### src/rtl/sysctrl_map.svh
// Clock frequency, release times, cycle counts and counter width of the reset and suspend control.
`ifndef SYSCTRL_MAP_SVH
`define SYSCTRL_MAP_SVH
`define CLK_FREQ_MHZ       50
`define NOGRST_RELEASE_US  1713
`define GRST_RELEASE_US    1720
`define NOGRST_CYCLES      (`NOGRST_RELEASE_US * `CLK_FREQ_MHZ)
`define GRST_CYCLES        (`GRST_RELEASE_US * `CLK_FREQ_MHZ)
`define INIT_CYCLES        16
`define CNT_WIDTH          17
`endif

### src/rtl/sysctrl_pkg.sv
// Types shared by the reset and suspend control.
package sysctrl_pkg;
    typedef enum logic [3:0] {
        ST_RESET   = 4'h1,
        ST_INIT    = 4'h2,
        ST_ACTIVE  = 4'h4,
        ST_SUSPEND = 4'h8
    } ctrl_state_t;
endpackage : sysctrl_pkg

### src/rtl/jtag_if.sv
// Interface carrying the JTAG input group and its gated copy.
`timescale 1ns/100ps
interface jtag_if;
    logic tck;
    logic tms;
    logic tdi;
    logic pass;
    logic g_tck;
    logic g_tms;
    logic g_tdi;
    modport ctrl (input tck, input tms, input tdi, input pass, output g_tck, output g_tms, output g_tdi);
    modport user (input g_tck, input g_tms, input g_tdi);
endinterface : jtag_if

### src/rtl/jtag_gate.sv
// Gate that blocks the JTAG inputs while suspended with test reset sampled low.
`timescale 1ns/100ps
module jtag_gate (
    input wire logic clk,
    input wire logic arst_n,
    jtag_if.ctrl     j
);
    // block inputs
    always_ff @(posedge clk or negedge arst_n) begin
        if (!arst_n) begin
            j.g_tck <= 1'b0;
            j.g_tms <= 1'b1;
            j.g_tdi <= 1'b0;
        end else begin
            j.g_tck <= j.pass ? j.tck : 1'b0;
            j.g_tms <= j.pass ? j.tms : 1'b1;
            j.g_tdi <= j.pass ? j.tdi : 1'b0;
        end
    end
endmodule : jtag_gate

### src/rtl/sysctrl_reset_suspend_ctrl.sv
// Reset release and suspend control of the configuration controller.
// Functional notes
// After power-up or hard reset be active, then suspend after init if configured.
// Suspend enable comes from a non-volatile bit set by image loading.
// Suspend bit not reachable from fabric or pins, only the image.
// Suspended with test reset high, JTAG programming and debug still work; code keeps JTAG blocked if test reset rises after power-up.
// Suspended with test reset low, all other JTAG inputs are ignored.
// Sample test reset only at power-up, hold until next power-up.
// Test reset high plus power cycle keeps the device active.
// Test reset high plus device reset leaves suspend for programming; code re-suspends after init, as test reset is sampled only at power-up.
// Normal operation restored only by an image with suspend bit cleared.
// Clocked from a dedicated 50 MHz on-chip oscillator.
// Fabric reset output is active low, derived from internal power-on reset.
// Power-on reset and device reset pin act regardless of suspend.
// When not programming, TAP lets user extension shift to fabric; code also holds it off in reset state and while JTAG is gated.
// Plain flops usable after 1713 us, reset flops and output after 1720 us.
// Global async reset acts during power-up or programming.
// Fabric reset output held low while internal power-on reset asserted.
`timescale 1ns/100ps
`include "sysctrl_map.svh"
module sysctrl_reset_suspend_ctrl #(
    // oscillator cycle counts
    parameter int NOGRST_CYCLES = `NOGRST_CYCLES,
    parameter int GRST_CYCLES   = `GRST_CYCLES
) (
    input  wire logic clk,
    input  wire logic arst_n,
    input  wire logic device_reset_pin_n,
    input  wire logic test_reset_pin_b,
    input  wire logic image_load,
    input  wire logic image_suspend_bit,
    input  wire logic programming,
    input  wire logic tck,
    input  wire logic tms,
    input  wire logic tdi,
    output logic      internal_por_n,
    output logic      fabric_ready,
    output logic      fabric_reset_macro,
    output logic      global_async_reset,
    output logic      suspended,
    output logic      jtag_accept,
    output logic      user_tap_extension,
    output logic      user_tck,
    output logic      user_tms,
    output logic      user_tdi
);
    import sysctrl_pkg::*;

    // ------------------------------------------------------------
    // Non-volatile suspend bit and power-up sample
    // ------------------------------------------------------------
    // A blank device powers up with suspend disabled.
    logic                    suspend_cfg = 1'b0;
    logic                    trst_sampled;
    logic                    por_seen;
    ctrl_state_t             state;
    ctrl_state_t             next_state;
    logic [`CNT_WIDTH-1:0]   rel_cnt;
    logic [4:0]              init_cnt;
    jtag_if                  jb ();

    function automatic logic cnt_at(input logic [`CNT_WIDTH-1:0] c, input int lim);
        cnt_at = (c >= lim[`CNT_WIDTH-1:0]);
    endfunction : cnt_at

    // image sets bit
    // no other path
    // cleared by image
    // The bit stands for a non-volatile cell, so no reset touches it and it survives power cycles.
    always_ff @(posedge clk) begin
        if (image_load) begin
            suspend_cfg <= image_suspend_bit;
        end
    end

    // sample once
    always_ff @(posedge clk or negedge arst_n) begin
        if (!arst_n) begin
            por_seen     <= 1'b0;
            trst_sampled <= 1'b0;
        end else if (!por_seen) begin
            por_seen     <= 1'b1;
            trst_sampled <= test_reset_pin_b;
        end
    end

    // ------------------------------------------------------------
    // Release counter after device reset pin deassertion
    // ------------------------------------------------------------
    // reset regardless
    // release count
    always_ff @(posedge clk or negedge arst_n) begin
        if (!arst_n) begin
            rel_cnt <= '0;
        end else if (!device_reset_pin_n) begin
            rel_cnt <= '0;
        end else if (!cnt_at(rel_cnt, GRST_CYCLES)) begin
            rel_cnt <= rel_cnt + 1'b1;
        end
    end

    // release points
    // active low
    // follows internal
    // global reset
    always_ff @(posedge clk or negedge arst_n) begin
        if (!arst_n) begin
            internal_por_n     <= 1'b0;
            fabric_ready       <= 1'b0;
            fabric_reset_macro <= 1'b0;
            global_async_reset <= 1'b1;
        end else begin
            internal_por_n     <= device_reset_pin_n && cnt_at(rel_cnt, GRST_CYCLES);
            fabric_ready       <= device_reset_pin_n && cnt_at(rel_cnt, NOGRST_CYCLES);
            fabric_reset_macro <= internal_por_n && device_reset_pin_n && !programming;
            global_async_reset <= !(internal_por_n && device_reset_pin_n) || programming;
        end
    end

    // ------------------------------------------------------------
    // Controller state
    // ------------------------------------------------------------
    always_comb begin
        next_state = state;
        case (state)
            ST_RESET:   next_state = internal_por_n ? ST_INIT : ST_RESET;
            ST_INIT:    next_state = (init_cnt == 5'(`INIT_CYCLES)) ? ST_ACTIVE : ST_INIT;
            // resuspend
            // stay active
            ST_ACTIVE:  next_state = (suspend_cfg && !trst_sampled) ? ST_SUSPEND : ST_ACTIVE;
            ST_SUSPEND: next_state = suspend_cfg ? ST_SUSPEND : ST_ACTIVE;
            default:    next_state = ST_RESET;
        endcase
    end

    // reset exits
    always_ff @(posedge clk or negedge arst_n) begin
        if (!arst_n) begin
            state <= ST_RESET;
        end else if (!device_reset_pin_n) begin
            state <= ST_RESET;
        end else begin
            state <= next_state;
        end
    end

    always_ff @(posedge clk or negedge arst_n) begin
        if (!arst_n) begin
            init_cnt <= '0;
        end else if (state == ST_INIT) begin
            init_cnt <= init_cnt + 1'b1;
        end else begin
            init_cnt <= '0;
        end
    end

    // ------------------------------------------------------------
    // JTAG gating and user TAP extension
    // ------------------------------------------------------------
    // accept when high
    // block when low
    assign jb.tck  = tck;
    assign jb.tms  = tms;
    assign jb.tdi  = tdi;
    assign jb.pass = (state != ST_SUSPEND) || trst_sampled;

    jtag_gate u_gate (
        .clk    (clk),
        .arst_n (arst_n),
        .j      (jb)
    );

    // user extension
    always_ff @(posedge clk or negedge arst_n) begin
        if (!arst_n) begin
            suspended          <= 1'b0;
            jtag_accept        <= 1'b0;
            user_tap_extension <= 1'b0;
            user_tck           <= 1'b0;
            user_tms           <= 1'b1;
            user_tdi           <= 1'b0;
        end else begin
            suspended          <= (state == ST_SUSPEND);
            jtag_accept        <= jb.pass;
            user_tap_extension <= jb.pass && !programming && (state != ST_RESET);
            user_tck           <= jb.g_tck;
            user_tms           <= jb.g_tms;
            user_tdi           <= jb.g_tdi;
        end
    end

    // ------------------------------------------------------------
    // Checks
    // ------------------------------------------------------------
    suspend_gate_a: assert property (@(posedge clk) disable iff (!arst_n)
        (state == ST_SUSPEND && !trst_sampled) |=> !jtag_accept)
        else $error("JTAG accepted while gated");
    suspend_open_a: assert property (@(posedge clk) disable iff (!arst_n)
        (state == ST_SUSPEND && trst_sampled) |=> jtag_accept)
        else $error("JTAG blocked with test reset high");
    fabric_por_a: assert property (@(posedge clk) disable iff (!arst_n)
        !internal_por_n |=> !fabric_reset_macro)
        else $error("Fabric reset released early");
    devrst_hold_a: assert property (@(posedge clk) disable iff (!arst_n)
        !device_reset_pin_n |=> ##1 (!internal_por_n && state == ST_RESET))
        else $error("Device reset ignored");
    stay_active_a: assert property (@(posedge clk) disable iff (!arst_n)
        (state == ST_ACTIVE && trst_sampled) |=> state != ST_SUSPEND)
        else $error("Suspended despite test reset high");
    resuspend_a: assert property (@(posedge clk) disable iff (!arst_n)
        (state == ST_ACTIVE && suspend_cfg && !trst_sampled && device_reset_pin_n) |=> state == ST_SUSPEND)
        else $error("Did not suspend");
    trst_hold_a: assert property (@(posedge clk) disable iff (!arst_n)
        por_seen |=> $stable(trst_sampled))
        else $error("Test reset resampled");
    release_order_a: assert property (@(posedge clk) disable iff (!arst_n)
        $rose(internal_por_n) |-> fabric_ready)
        else $error("Reset released before plain flops");
    global_async_reset_a: assert property (@(posedge clk) disable iff (!arst_n)
        programming |=> global_async_reset)
        else $error("Global reset not applied while programming");
endmodule : sysctrl_reset_suspend_ctrl

### config.mk
export PLATFORM = sky130hd
export DESIGN_NAME = sysctrl_reset_suspend_ctrl
export DESIGN_NICKNAME = d
export VERILOG_FILES = /design/src/rtl/sysctrl_pkg.sv /design/src/rtl/jtag_if.sv /design/src/rtl/jtag_gate.sv /design/src/rtl/sysctrl_reset_suspend_ctrl.sv
export VERILOG_INCLUDE_DIRS = /design/src /design/src/rtl
export SDC_FILE = /design/constraint.sdc
export NUM_CORES = 1
export LEC_CHECK = 0
export ABC_AREA = 0
export BUFFER_PORTS_ARGS = -buffer_cell sky130_fd_sc_hd__buf_2
export CAP_MARGIN = 20
export CORE_UTILIZATION = 51
export DETAILED_ROUTE_END_ITERATION = 12
export GPL_ROUTABILITY_DRIVEN = 0
export PLACE_DENSITY_LB_ADDON = 0.15
export SLEW_MARGIN = 40
export SYNTH_ARGS = -nofsm -noshare
export SYNTH_HDL_FRONTEND = slang
export SYNTH_HIERARCHICAL = 1
export SYNTH_SLANG_ARGS = --single-unit
### constraint.sdc
create_clock -name clk -period 3.78 [get_ports clk]
set_input_delay 0.378 -clock clk [delete_from_list [all_inputs] [get_ports clk]]
set_output_delay 0.378 -clock clk [all_outputs]
set_load 0.1 [all_outputs]
== Word level (Yosys, flattened, before mapping) ==
Index checks and enable logic that the tools add are counted.

* Output and inout bits: 10
* Bits of input ports: 10
* Word-level logic and storage cells: 55
* Flip-flop bits (word level): 42

* $lt $le $gt $ge: 2
* Reduce and logical (&&, ||, !) cells: 12
* Muxes and demuxes: 12
* Equality and inequality tests: 8
* $add $sub $neg: 2

{| class="wikitable"
|+ Operators with widths
! kind !! count
|-
| $ge A17 B17 Y1 const B || 2
|-
| $mux W17 || 2
|-
| $add A17 B1 Y17 const B || 1
|-
| $pmux W4 S4 || 1
|-
| $mux W4 || 3
|-
| $logic_and A1 B1 Y1 || 7
|-
| $add A5 B1 Y5 const B || 1
|-
| $eq A5 B5 Y1 const B || 1
|-
| $mux W5 || 1
|-
| $eq A4 B1 Y1 const B || 1
|-
| $eq A4 B2 Y1 const B || 1
|-
| $eq A4 B3 Y1 const B || 1
|-
| $eq A4 B4 Y1 const B || 1
|-
| $ne A4 B1 Y1 const B || 1
|-
| $ne A4 B4 Y1 const B || 1
|-
| $logic_not A1 Y1 || 3
|-
| $mux W1 || 3
|-
| $mux W3 || 1
|-
| $logic_or A1 B1 Y1 || 2
|-
| $mux W2 || 1
|-
| $ne A2 B2 Y1 const B || 1
|}

== Depth between registers and ports, before layout ==
Gate-level depths: netlist of the first run.

* Depth in word-level cells: 5
* Gate-level depth with buffers: 6
* Mapped depth without buffers: 5

== Modules after synthesis ==
Netlist of the first run, hierarchy kept.

{| class="wikitable"
|+ By module, submodules not included
! module !! cells an instance !! area an instance (µm²) !! instances !! seq. area each (µm²)
|-
| sysctrl_reset_suspend_ctrl || 196 || 1,961.9 || 1 || 984.7
|-
| jtag_gate || 6 || 95.1 || 1 || 76.3
|}

== Least setup slack after synthesis of the first run ==
Ideal clock, no wire load.

* Kind: reg2reg
* From: reg rel_cnt[1]
* To: reg rel_cnt[10]
* Required time: 3.702 ns
* Setup time: 0.078 ns
* Period minus slack after synthesis: 1.676 ns
* Path slack: 2.104 ns
* Arrival: 1.598 ns
* Path buffers: 0
* Cell stages (with the launch flop): 6
* Cells stage by stage: dfrtp_1 -> ha_1 -> and3_1 -> nand4_4 -> or4_1 -> a21oi_1

* Cells in the longest elaborated chain, start to end: 3
* Elaborated cells on any way between the ends: 5
* Classes of those cells: 1 x add/sub; 1 x order compare; 1 x eq/ne; 2 x mux

{| class="wikitable"
|+ Ends and longest elaborated chain
! element !! line !! text
|-
| start: declaration || sysctrl_reset_suspend_ctrl.sv:58 || <nowiki>logic [`CNT_WIDTH-1:0] rel_cnt;</nowiki>
|-
| start signal: assignment || sysctrl_reset_suspend_ctrl.sv:98 || <nowiki>rel_cnt <= rel_cnt + 1'b1;</nowiki>
|-
| $add A17 B1 Y17 || sysctrl_reset_suspend_ctrl.sv:98 ||
|-
| $mux W17 || sysctrl_reset_suspend_ctrl.sv:97 || <nowiki>end else if (!cnt_at(rel_cnt, GRST_CYCLES)) begin</nowiki>
|-
| $mux W17 || sysctrl_reset_suspend_ctrl.sv:95 || <nowiki>end else if (!device_reset_pin_n) begin</nowiki>
|}

Several ways; a longest one is shown, not always the timed one. The select of a mux whose other input is x is not followed.
A chain may end at the register's enable or synchronous reset.

== Worst setup path after layout of the first run ==
Ends and elaborated chain as after synthesis.

==> reports/metrics.cfg, run 1 <==
[routing]
wl_per_cell_um=14.1
drt_iter0_markers=143
wl_met2_um=1790
detail-route-antenna-nets=0
drcViolationCount=0
routed_wirelength_um=3790
maxUsedRoutingLayer=met4
met1_length_um=1820
wl_met3_um=162
vias=1576
via_per_inst=5.86
drt_first_pass_iters=4

[final_layout]
multi_input_area_sq_um=922
register_area_sq_um=1060
fin_cells=269
n_fill_cell=317
area.growth.synth_to_final_pct=10.1
diodes=0
nets=234
final_common_cell=dfrtp_1
most-common-layout-cells=37 x dfrtp_1, 18 x buf_2, 17 x nand2_1
fin_util_pct=60.1
drive_above_1_share_pct=16.7

[setup_path]
critical_path_arrival_ns=2.08
cpPeakStageDelay_ns=0.52
cp.required_ns=3.99
worst-path-max-fanout=6
path_buf_inv=0
critPathKind=reg2reg
cp_cell_sequence=ha_1 -> and3_1 -> nand4_4 -> or4_1 -> a21oi_1
end_kind=flop
cpLargestDelayFamily=simple AND/OR/NAND/NOR gates
worst_setup_path_start_kind=flop
slowest_stage=or4_1

[sta]
min_period_ns=1.87
max_slew.worst_pin.slew_ns=0.502
max-slew-margin-rel_pct=66.5
fmax_ghz=0.534
finalSetupViolations=0
fin_setup_tns_ns=0
timing.final.ws_setup_ns=1.91
finalHoldViolCount=0
slew_viol_final=0
skew_ns=0.00502
rsz0062_at_grt=false
finalCritPeriodShare_pct=49.6

[hold_path]
holdCritPathClass=in2async

[yosys]
avgSynthCellArea_sq_um=10.2
synth-seq-cells=42
syn-instance-count=202
synth-edff-count=1
yosysSeqAreaShare_pct=51.6
syn_nets=216
synthArstFlopShare_pct=97.6
synth_area_sq_um=2060
synth_ff_type=dfrtp_1
synth_warnings=6
ys_types=48

[placement]
placed_cells=261
dpl.hpwl_um=2710
portBuffers=19
pre_cts_ws_ns=1.94

[run]
maxCapViolCount=0

[die]
core_sq_um=3770
die_area_sq_um=4290
io-pin-count=20
die_y_um=65.5
row_count=22
dieWidth_um=65.5
initial_core_util_pct=54.5

[power_and_ir_drop]
p_leak_nw=0.973
ir_drop_uv=180
power_density_nw_per_um2=350

[clock_network]
ctsHtreeMaxLevel=2
post_cts_resized=0
clkTransAtPathRegs_ns=0.08
clk_latency_ns=0.29
cts_root_buf=clkbuf_8
cts-buffers-inserted=5
cts_sinks=42
cts_tree=yes
cts_buffer_depth=2
holdBufCountCts=0
post_cts_buffers=0

[global_routing]
grt_max_degree=42
grt_overflow_total=0
grt_first_pass_wirelength_um=6620
grt_pass1_vias=1455
antenna_found_initial=0
grt_usage_pct=20.3

[status]
status=completed

==> layer usage <==
layer	vias up	track usage (%)
li1	760	-
met2	40	32.2
met3	5	5.56
met1	771	27.3
met4	0	5.43
met5	-	0
==> stage by stage <==
step                hold slack (ns)  power, W  instance area, sq um
global route                 0.0868  0.000827                  2260
CTS                          0.0682  0.000806                  2260
detailed placement            0.337  0.000520                  2170
global placement              0.340  0.000518                  2170
floorplan                    0.0824  0.000501                  2060
finish                       0.0508  0.000793                  2260
==> power breakdown <==
part	switching, W	internal (W)	leakage, nW	total (W)
registers	0.00000654	0.000460	0.547	0.000466
clock network	0.000154	0.000130	0.0441	0.000283
logic	0.0000323	0.0000115	0.382	0.0000437
total	0.000192	0.000601	0.973	0.000793
==> state kept, by name, summed over array words and instances (netlist names) <==
register and flops:
u_gate/j.g_tdi 1, user_tms 1, user_tdi 1, init_cnt 5, por_seen 1, internal_por_n 1
trst_sampled 1, u_gate/j.g_tms 1, fabric_reset_macro 1, global_async_reset 1, suspended 1, state 4
suspend_cfg 1, fabric_ready 1, u_gate/j.g_tck 1, jtag_accept 1, user_tap_extension 1, user_tck 1
rel_cnt 17
==> worst register-to-register path: stages (launching register included) <==
cell and delay, ns:
dfrtp_1 0.42, ha_1 0.22, and3_1 0.30, nand4_4 0.15, or4_1 0.52, a21oi_1 0.17
==> final cells by class <==
| class | count | area share (%) |
|---|---|---|
| clock buffers | 5 | 3.04 |
| clock inverters | 3 | 0.939 |
| inverters | 9 | 1.49 |
| multi-input cells | 143 | 40.7 |
| flip-flops and latches | 42 | 46.9 |
| well taps | 48 | 2.65 |
| repair buffers | 19 | 4.31 |
==> kinds of logic after synthesis <==
logic type               after synthesis  share of synthesized area [%]
multiplexers                           7                           3.47
other                                  1                          0.182
flip-flops                            42                           51.6
AND/OR/NAND/NOR                       85                           22.8
buffers and inverters                 17                           3.59
XOR/XNOR                               4                           1.70
adder cells (fa/ha/maj)                4                           2.43
AO/OA/AOI/OAI                         42                           14.2
==> synthesized netlist by cell type, drive strengths merged (6+ instances only) <==
master	instances	share of area, %
nand2	17	3.1
mux2i	6	2.9
inv	9	1.6
nand3	11	2.7
nor3	6	1.5
a21oi	12	3.1
o21ai	7	1.7
nor2	12	2.2
dfrtp	37	45
nand2b	8	2.4
==> worst paths after layout <==
path                       slack, ns            endpoint  depth (start not counted)            from
setup / recovery                1.91         rel_cnt[10]                          5      rel_cnt[1]
setup reg to reg                1.91         rel_cnt[10]                          5      rel_cnt[1]
max in group asynchronous       3.37            state[0]                          1          arst_n
hold / removal                  0.05      u_gate/j.g_tck                          1          arst_n
min in group clk                0.25  user_tap_extension                          2     programming
hold reg to reg                 0.36            user_tms                          0  u_gate/j.g_tms
(Power assumes the default switching activity.)
==> inputs of run 2 (changes only) <==
--- a/config.mk
+++ b/config.mk
@@ -6,7 +6,7 @@
 export SDC_FILE = /design/constraint.sdc
 export NUM_CORES = 1
 export LEC_CHECK = 0
-export ABC_AREA = 0
+export ABC_AREA = 1
 export BUFFER_PORTS_ARGS = -buffer_cell sky130_fd_sc_hd__buf_2
 export CAP_MARGIN = 20
 export CORE_UTILIZATION = 51
==> constraint.sdc (replaced) <==
create_clock -name clk -period 1.6 [get_ports clk]
set_input_delay 0.16 -clock clk [delete_from_list [all_inputs] [get_ports clk]]
set_output_delay 0.16 -clock clk [all_outputs]
set_load 0.1 [all_outputs]
==> run 2 against run 1 <==
Net effect: worst setup slack got worse by 1.8 ns; sequential share of layout area down 3.2 points; count of clock-buffer cells in the layout is the same; critical endpoint is now rel_cnt[3]; area after synthesis is 1.0% higher.
==> reports/metrics.cfg, run 2 <==
[final_layout]
reg.largest.list=rel_cnt: 17 flops, init_cnt: 5 flops, state: 4 flops  ; unchanged
area.growth.synth_to_final_pct=17.0  ; was 10.1%
top_register=rel_cnt  ; unchanged
final_common_cell=nand2_1  ; was dfrtp_1
fin_util_pct=64.5  ; was 60.1%
nets=304  ; was 234
fin_cells=339  ; was 269
n_fill_cell=339  ; was 317
fin_area_sq_um=2430  ; was 2260 sq um
largest_reg_flops=17  ; unchanged
drive_above_1_share_pct=18.6  ; was 16.7%
most-common-layout-cells=71 x nand2_1, 37 x dfrtp_1, 33 x nor2_1  ; was 37 x dfrtp_1, 18 x buf_2, 17 x nand2_1
diodes=0  ; unchanged

[sta]
timing.final.ws_setup_ns=0.137  ; was 1.91 ns
finalCritPeriodShare_pct=91.4  ; was 49.6%
skew_ns=0.00757  ; was 0.00502 ns
finalSetupViolations=0  ; unchanged
fmax_ghz=0.683  ; was 0.534 GHz
min_period_ns=1.46  ; was 1.87 ns
slew_viol_final=0  ; unchanged
finalHoldViolCount=0  ; unchanged
holdWs_ns=0.0306  ; was 0.0508 ns

[yosys]
synth_area_sq_um=2080  ; was 2060 sq um
synth_warnings=6  ; unchanged
synthTopCellsByCount=74 x nand2_1, 37 x dfrtp_1, 33 x nor2_1  ; was 37 x dfrtp_1, 17 x nand2_1, 12 x nor2_1
ys_types=30  ; was 48
synthArstFlopShare_pct=97.6  ; unchanged
avgSynthCellArea_sq_um=8.09  ; was 10.2 sq um
yosysMostFrequentCell=nand2_1  ; was dfrtp_1
synth_top_area_share_pct=44.6  ; was 45.0%
syn-instance-count=257  ; was 202
synth-edff-count=1  ; unchanged
synth_ff_type=dfrtp_1  ; unchanged
syn_nets=271  ; was 216
yosys.area.top_type=dfrtp_1  ; unchanged
synth-seq-cells=42  ; unchanged
yosysSeqAreaShare_pct=51.1  ; was 51.6%
netlist_top_cells_area=dfrtp_1 45%, nand2_1 13%, nor2_1 6.0%  ; was dfrtp_1 45%, dfstp_2 5.1%, nand2_1 3.1%

[global_routing]
grt_usage_pct=22.7  ; was 20.3%
grt_pass1_vias=1692  ; was 1,455
grt_use_met3_pct=5.34  ; was 5.56%
antenna_found_initial=0  ; unchanged
busiest_layer=met2  ; unchanged
grtUsageMet2_pct=36.7  ; was 32.2%
grt_first_pass_wirelength_um=7350  ; was 6620 um
grt_max_degree=22  ; was 42
grtUsageMet1_pct=29.6  ; was 27.3%
grt_overflow_total=0  ; unchanged

[die]
dieWidth_um=65.8  ; was 65.5 um
die_y_um=65.8  ; was 65.5 um
core_sq_um=3770  ; unchanged
die_area_sq_um=4330  ; was 4290 sq um
row_count=22  ; unchanged
initial_core_util_pct=55.1  ; was 54.5%
io-pin-count=20  ; unchanged

[clock_network]
clk_latency_ns=0.30  ; was 0.29 ns
cts_sinks=42  ; unchanged
clkTransAtPathRegs_ns=0.09  ; was 0.08 ns
cts_root_buf=clkbuf_8  ; unchanged
cts_buffer_depth=2  ; unchanged
cts-buffers-inserted=5  ; unchanged
ctsHtreeMaxLevel=2  ; unchanged
cts_tree=yes  ; unchanged

[routing]
via_per_inst=5.05  ; was 5.86
vias=1711  ; was 1,576
wl_per_cell_um=11.9  ; was 14.1 um
drt_iter0_markers=86  ; was 143
drt_first_pass_iters=5  ; was 4
drcViolationCount=0  ; unchanged
detail-route-antenna-nets=0  ; unchanged
routed_wirelength_um=4050  ; was 3790 um

[power_and_ir_drop]
power_density_nw_per_um2=797  ; was 350 nW/um^2
switching_share_pct=25.5  ; was 24.2%
power_frac_seq_pct=56.6  ; was 58.8%
p_leak_nw=1.23  ; was 0.973 nW
power_switching_w=0.000494  ; was 0.000192 W
p_int_w=0.00144  ; was 0.000601 W
ir_drop_uv=661  ; was 180 uV
clock_power_share_pct=37.3  ; was 35.7%
combPwrFrac_pct=6.1  ; was 5.5%

[setup_path]
cp.required_ns=1.83  ; was 3.99 ns
cpPeakStageDelay_ns=0.42  ; was 0.52 ns
cp_cell_sequence=inv_1 -> nand2_1 -> nor2_1 -> nand2_1 -> nor2_4 -> nor2_4 -> nor2_4 -> buf_12 -> nand2_1 -> nand2_1  ; was ha_1 -> and3_1 -> nand4_4 -> or4_1 -> a21oi_1
cp_common_cell=nand2_1
slowest_stage=dfrtp_1  ; was or4_1
worst_setup_path_start_kind=flop  ; unchanged
critPathKind=reg2reg  ; unchanged
end_kind=flop  ; unchanged
critical_path_arrival_ns=1.70  ; was 2.08 ns
worst-path-max-fanout=14  ; was 6

[run]
maxCapViolCount=0  ; unchanged

[hold_path]
holdCritPathClass=in2reg  ; was in2async

[placement]
portBuffers=19  ; unchanged
dpl.hpwl_um=3050  ; was 2710 um
placed_cells=329  ; was 261
placed_area_sq_um=2290  ; was 2170 sq um
pre_cts_ws_ns=0.124  ; was 1.94 ns

[status]
status=completed  ; unchanged

## run 2: changes by cell type in the layout (fill, tap and decap cells not counted), sizes merged, moves of 8 or more
cell / previous run / this run
nand2: 17 / 75
nor2: 12 / 37
inv: 9 / 33
buf: 19 / 31
nand2b: 8 / 0
## run 2: power by group through the flow
stage          registers, W  clock network, W   logic, W
6_report            0.00110          0.000723   0.000118
5_1_grt             0.00110          0.000790   0.000134
4_1_cts             0.00110          0.000745   0.000120
3_5_place_dp        0.00112                 0   0.000117
3_3_place_gp        0.00112                 0   0.000116
2_1_floorplan       0.00115                 0  0.0000311
## run 2: layer usage
layer / wire length (um) / share of wire, %
met4: 52 / 1.3
met5: 0 / 0
met3: 206 / 5.1
met1: 1880 / 46
met2: 1910 / 47
## run 2: final cells by class
type	instances	area (sq um)	area share [%]
timing repair buffer	32	220	9.05
inverter	30	113	4.63
tap	48	60.1	2.47
clock buffer	5	68.8	2.83
multi-input combinational	179	883	36.3
clock inverter	3	26.3	1.08
sequential	42	1060	43.6
## run 2: stage by stage
| step | total power (W) | setup TNS [ns] |
|---|---|---|
| CTS | 0.00196 | 0 |
| finish | 0.00194 | 0 |
| floorplan | 0.00118 | 0 |
| global route | 0.00202 | -0.0205 |
| detailed placement | 0.00124 | 0 |
| global placement | 0.00123 | 0 |
## run 2: kinds of logic after synthesis
group / Yosys count / synth area share (%)
compound gates: 17 / 4.70
simple gates: 149 / 31.2
buf+inv: 36 / 7.04
xor+xnor: 8 / 3.37
flops: 42 / 51.1
fa+ha+maj: 4 / 2.41
other cells: 1 / 0.180
## run 2: repair_timing
item | 4_1_cts | 5_1_grt
gates resized for setup | 0 | 4
hold buffers | 1 | 0
endpoints found under the hold margin | 18 | 0
endpoints found under the setup margin | 0 | 15
setup buffers | 0 | 1
## run 2: worst max-delay path: cells and delay by family, from the launching register on
kind | cells | cell delay, ns
flip-flops | 1 | 0.42
AND/OR/NAND/NOR | 8 | 0.73
buffers and inverters | 2 | 0.24
## run 2: path summary, 6_finish.rpt
path                                         from                 end  slack, ns  cells past startpoint
worst min-delay path            image_suspend_bit         suspend_cfg       0.03                      1
worst min register to register     u_gate/j.g_tdi            user_tdi       0.36                      0
worst max register to register        rel_cnt[15]          rel_cnt[3]       0.14                     10
worst max-delay path                  rel_cnt[15]          rel_cnt[3]       0.14                     10
min in group asynchronous                  arst_n         init_cnt[1]       0.34                      2
max in group asynchronous                  arst_n  global_async_reset       0.70                      3
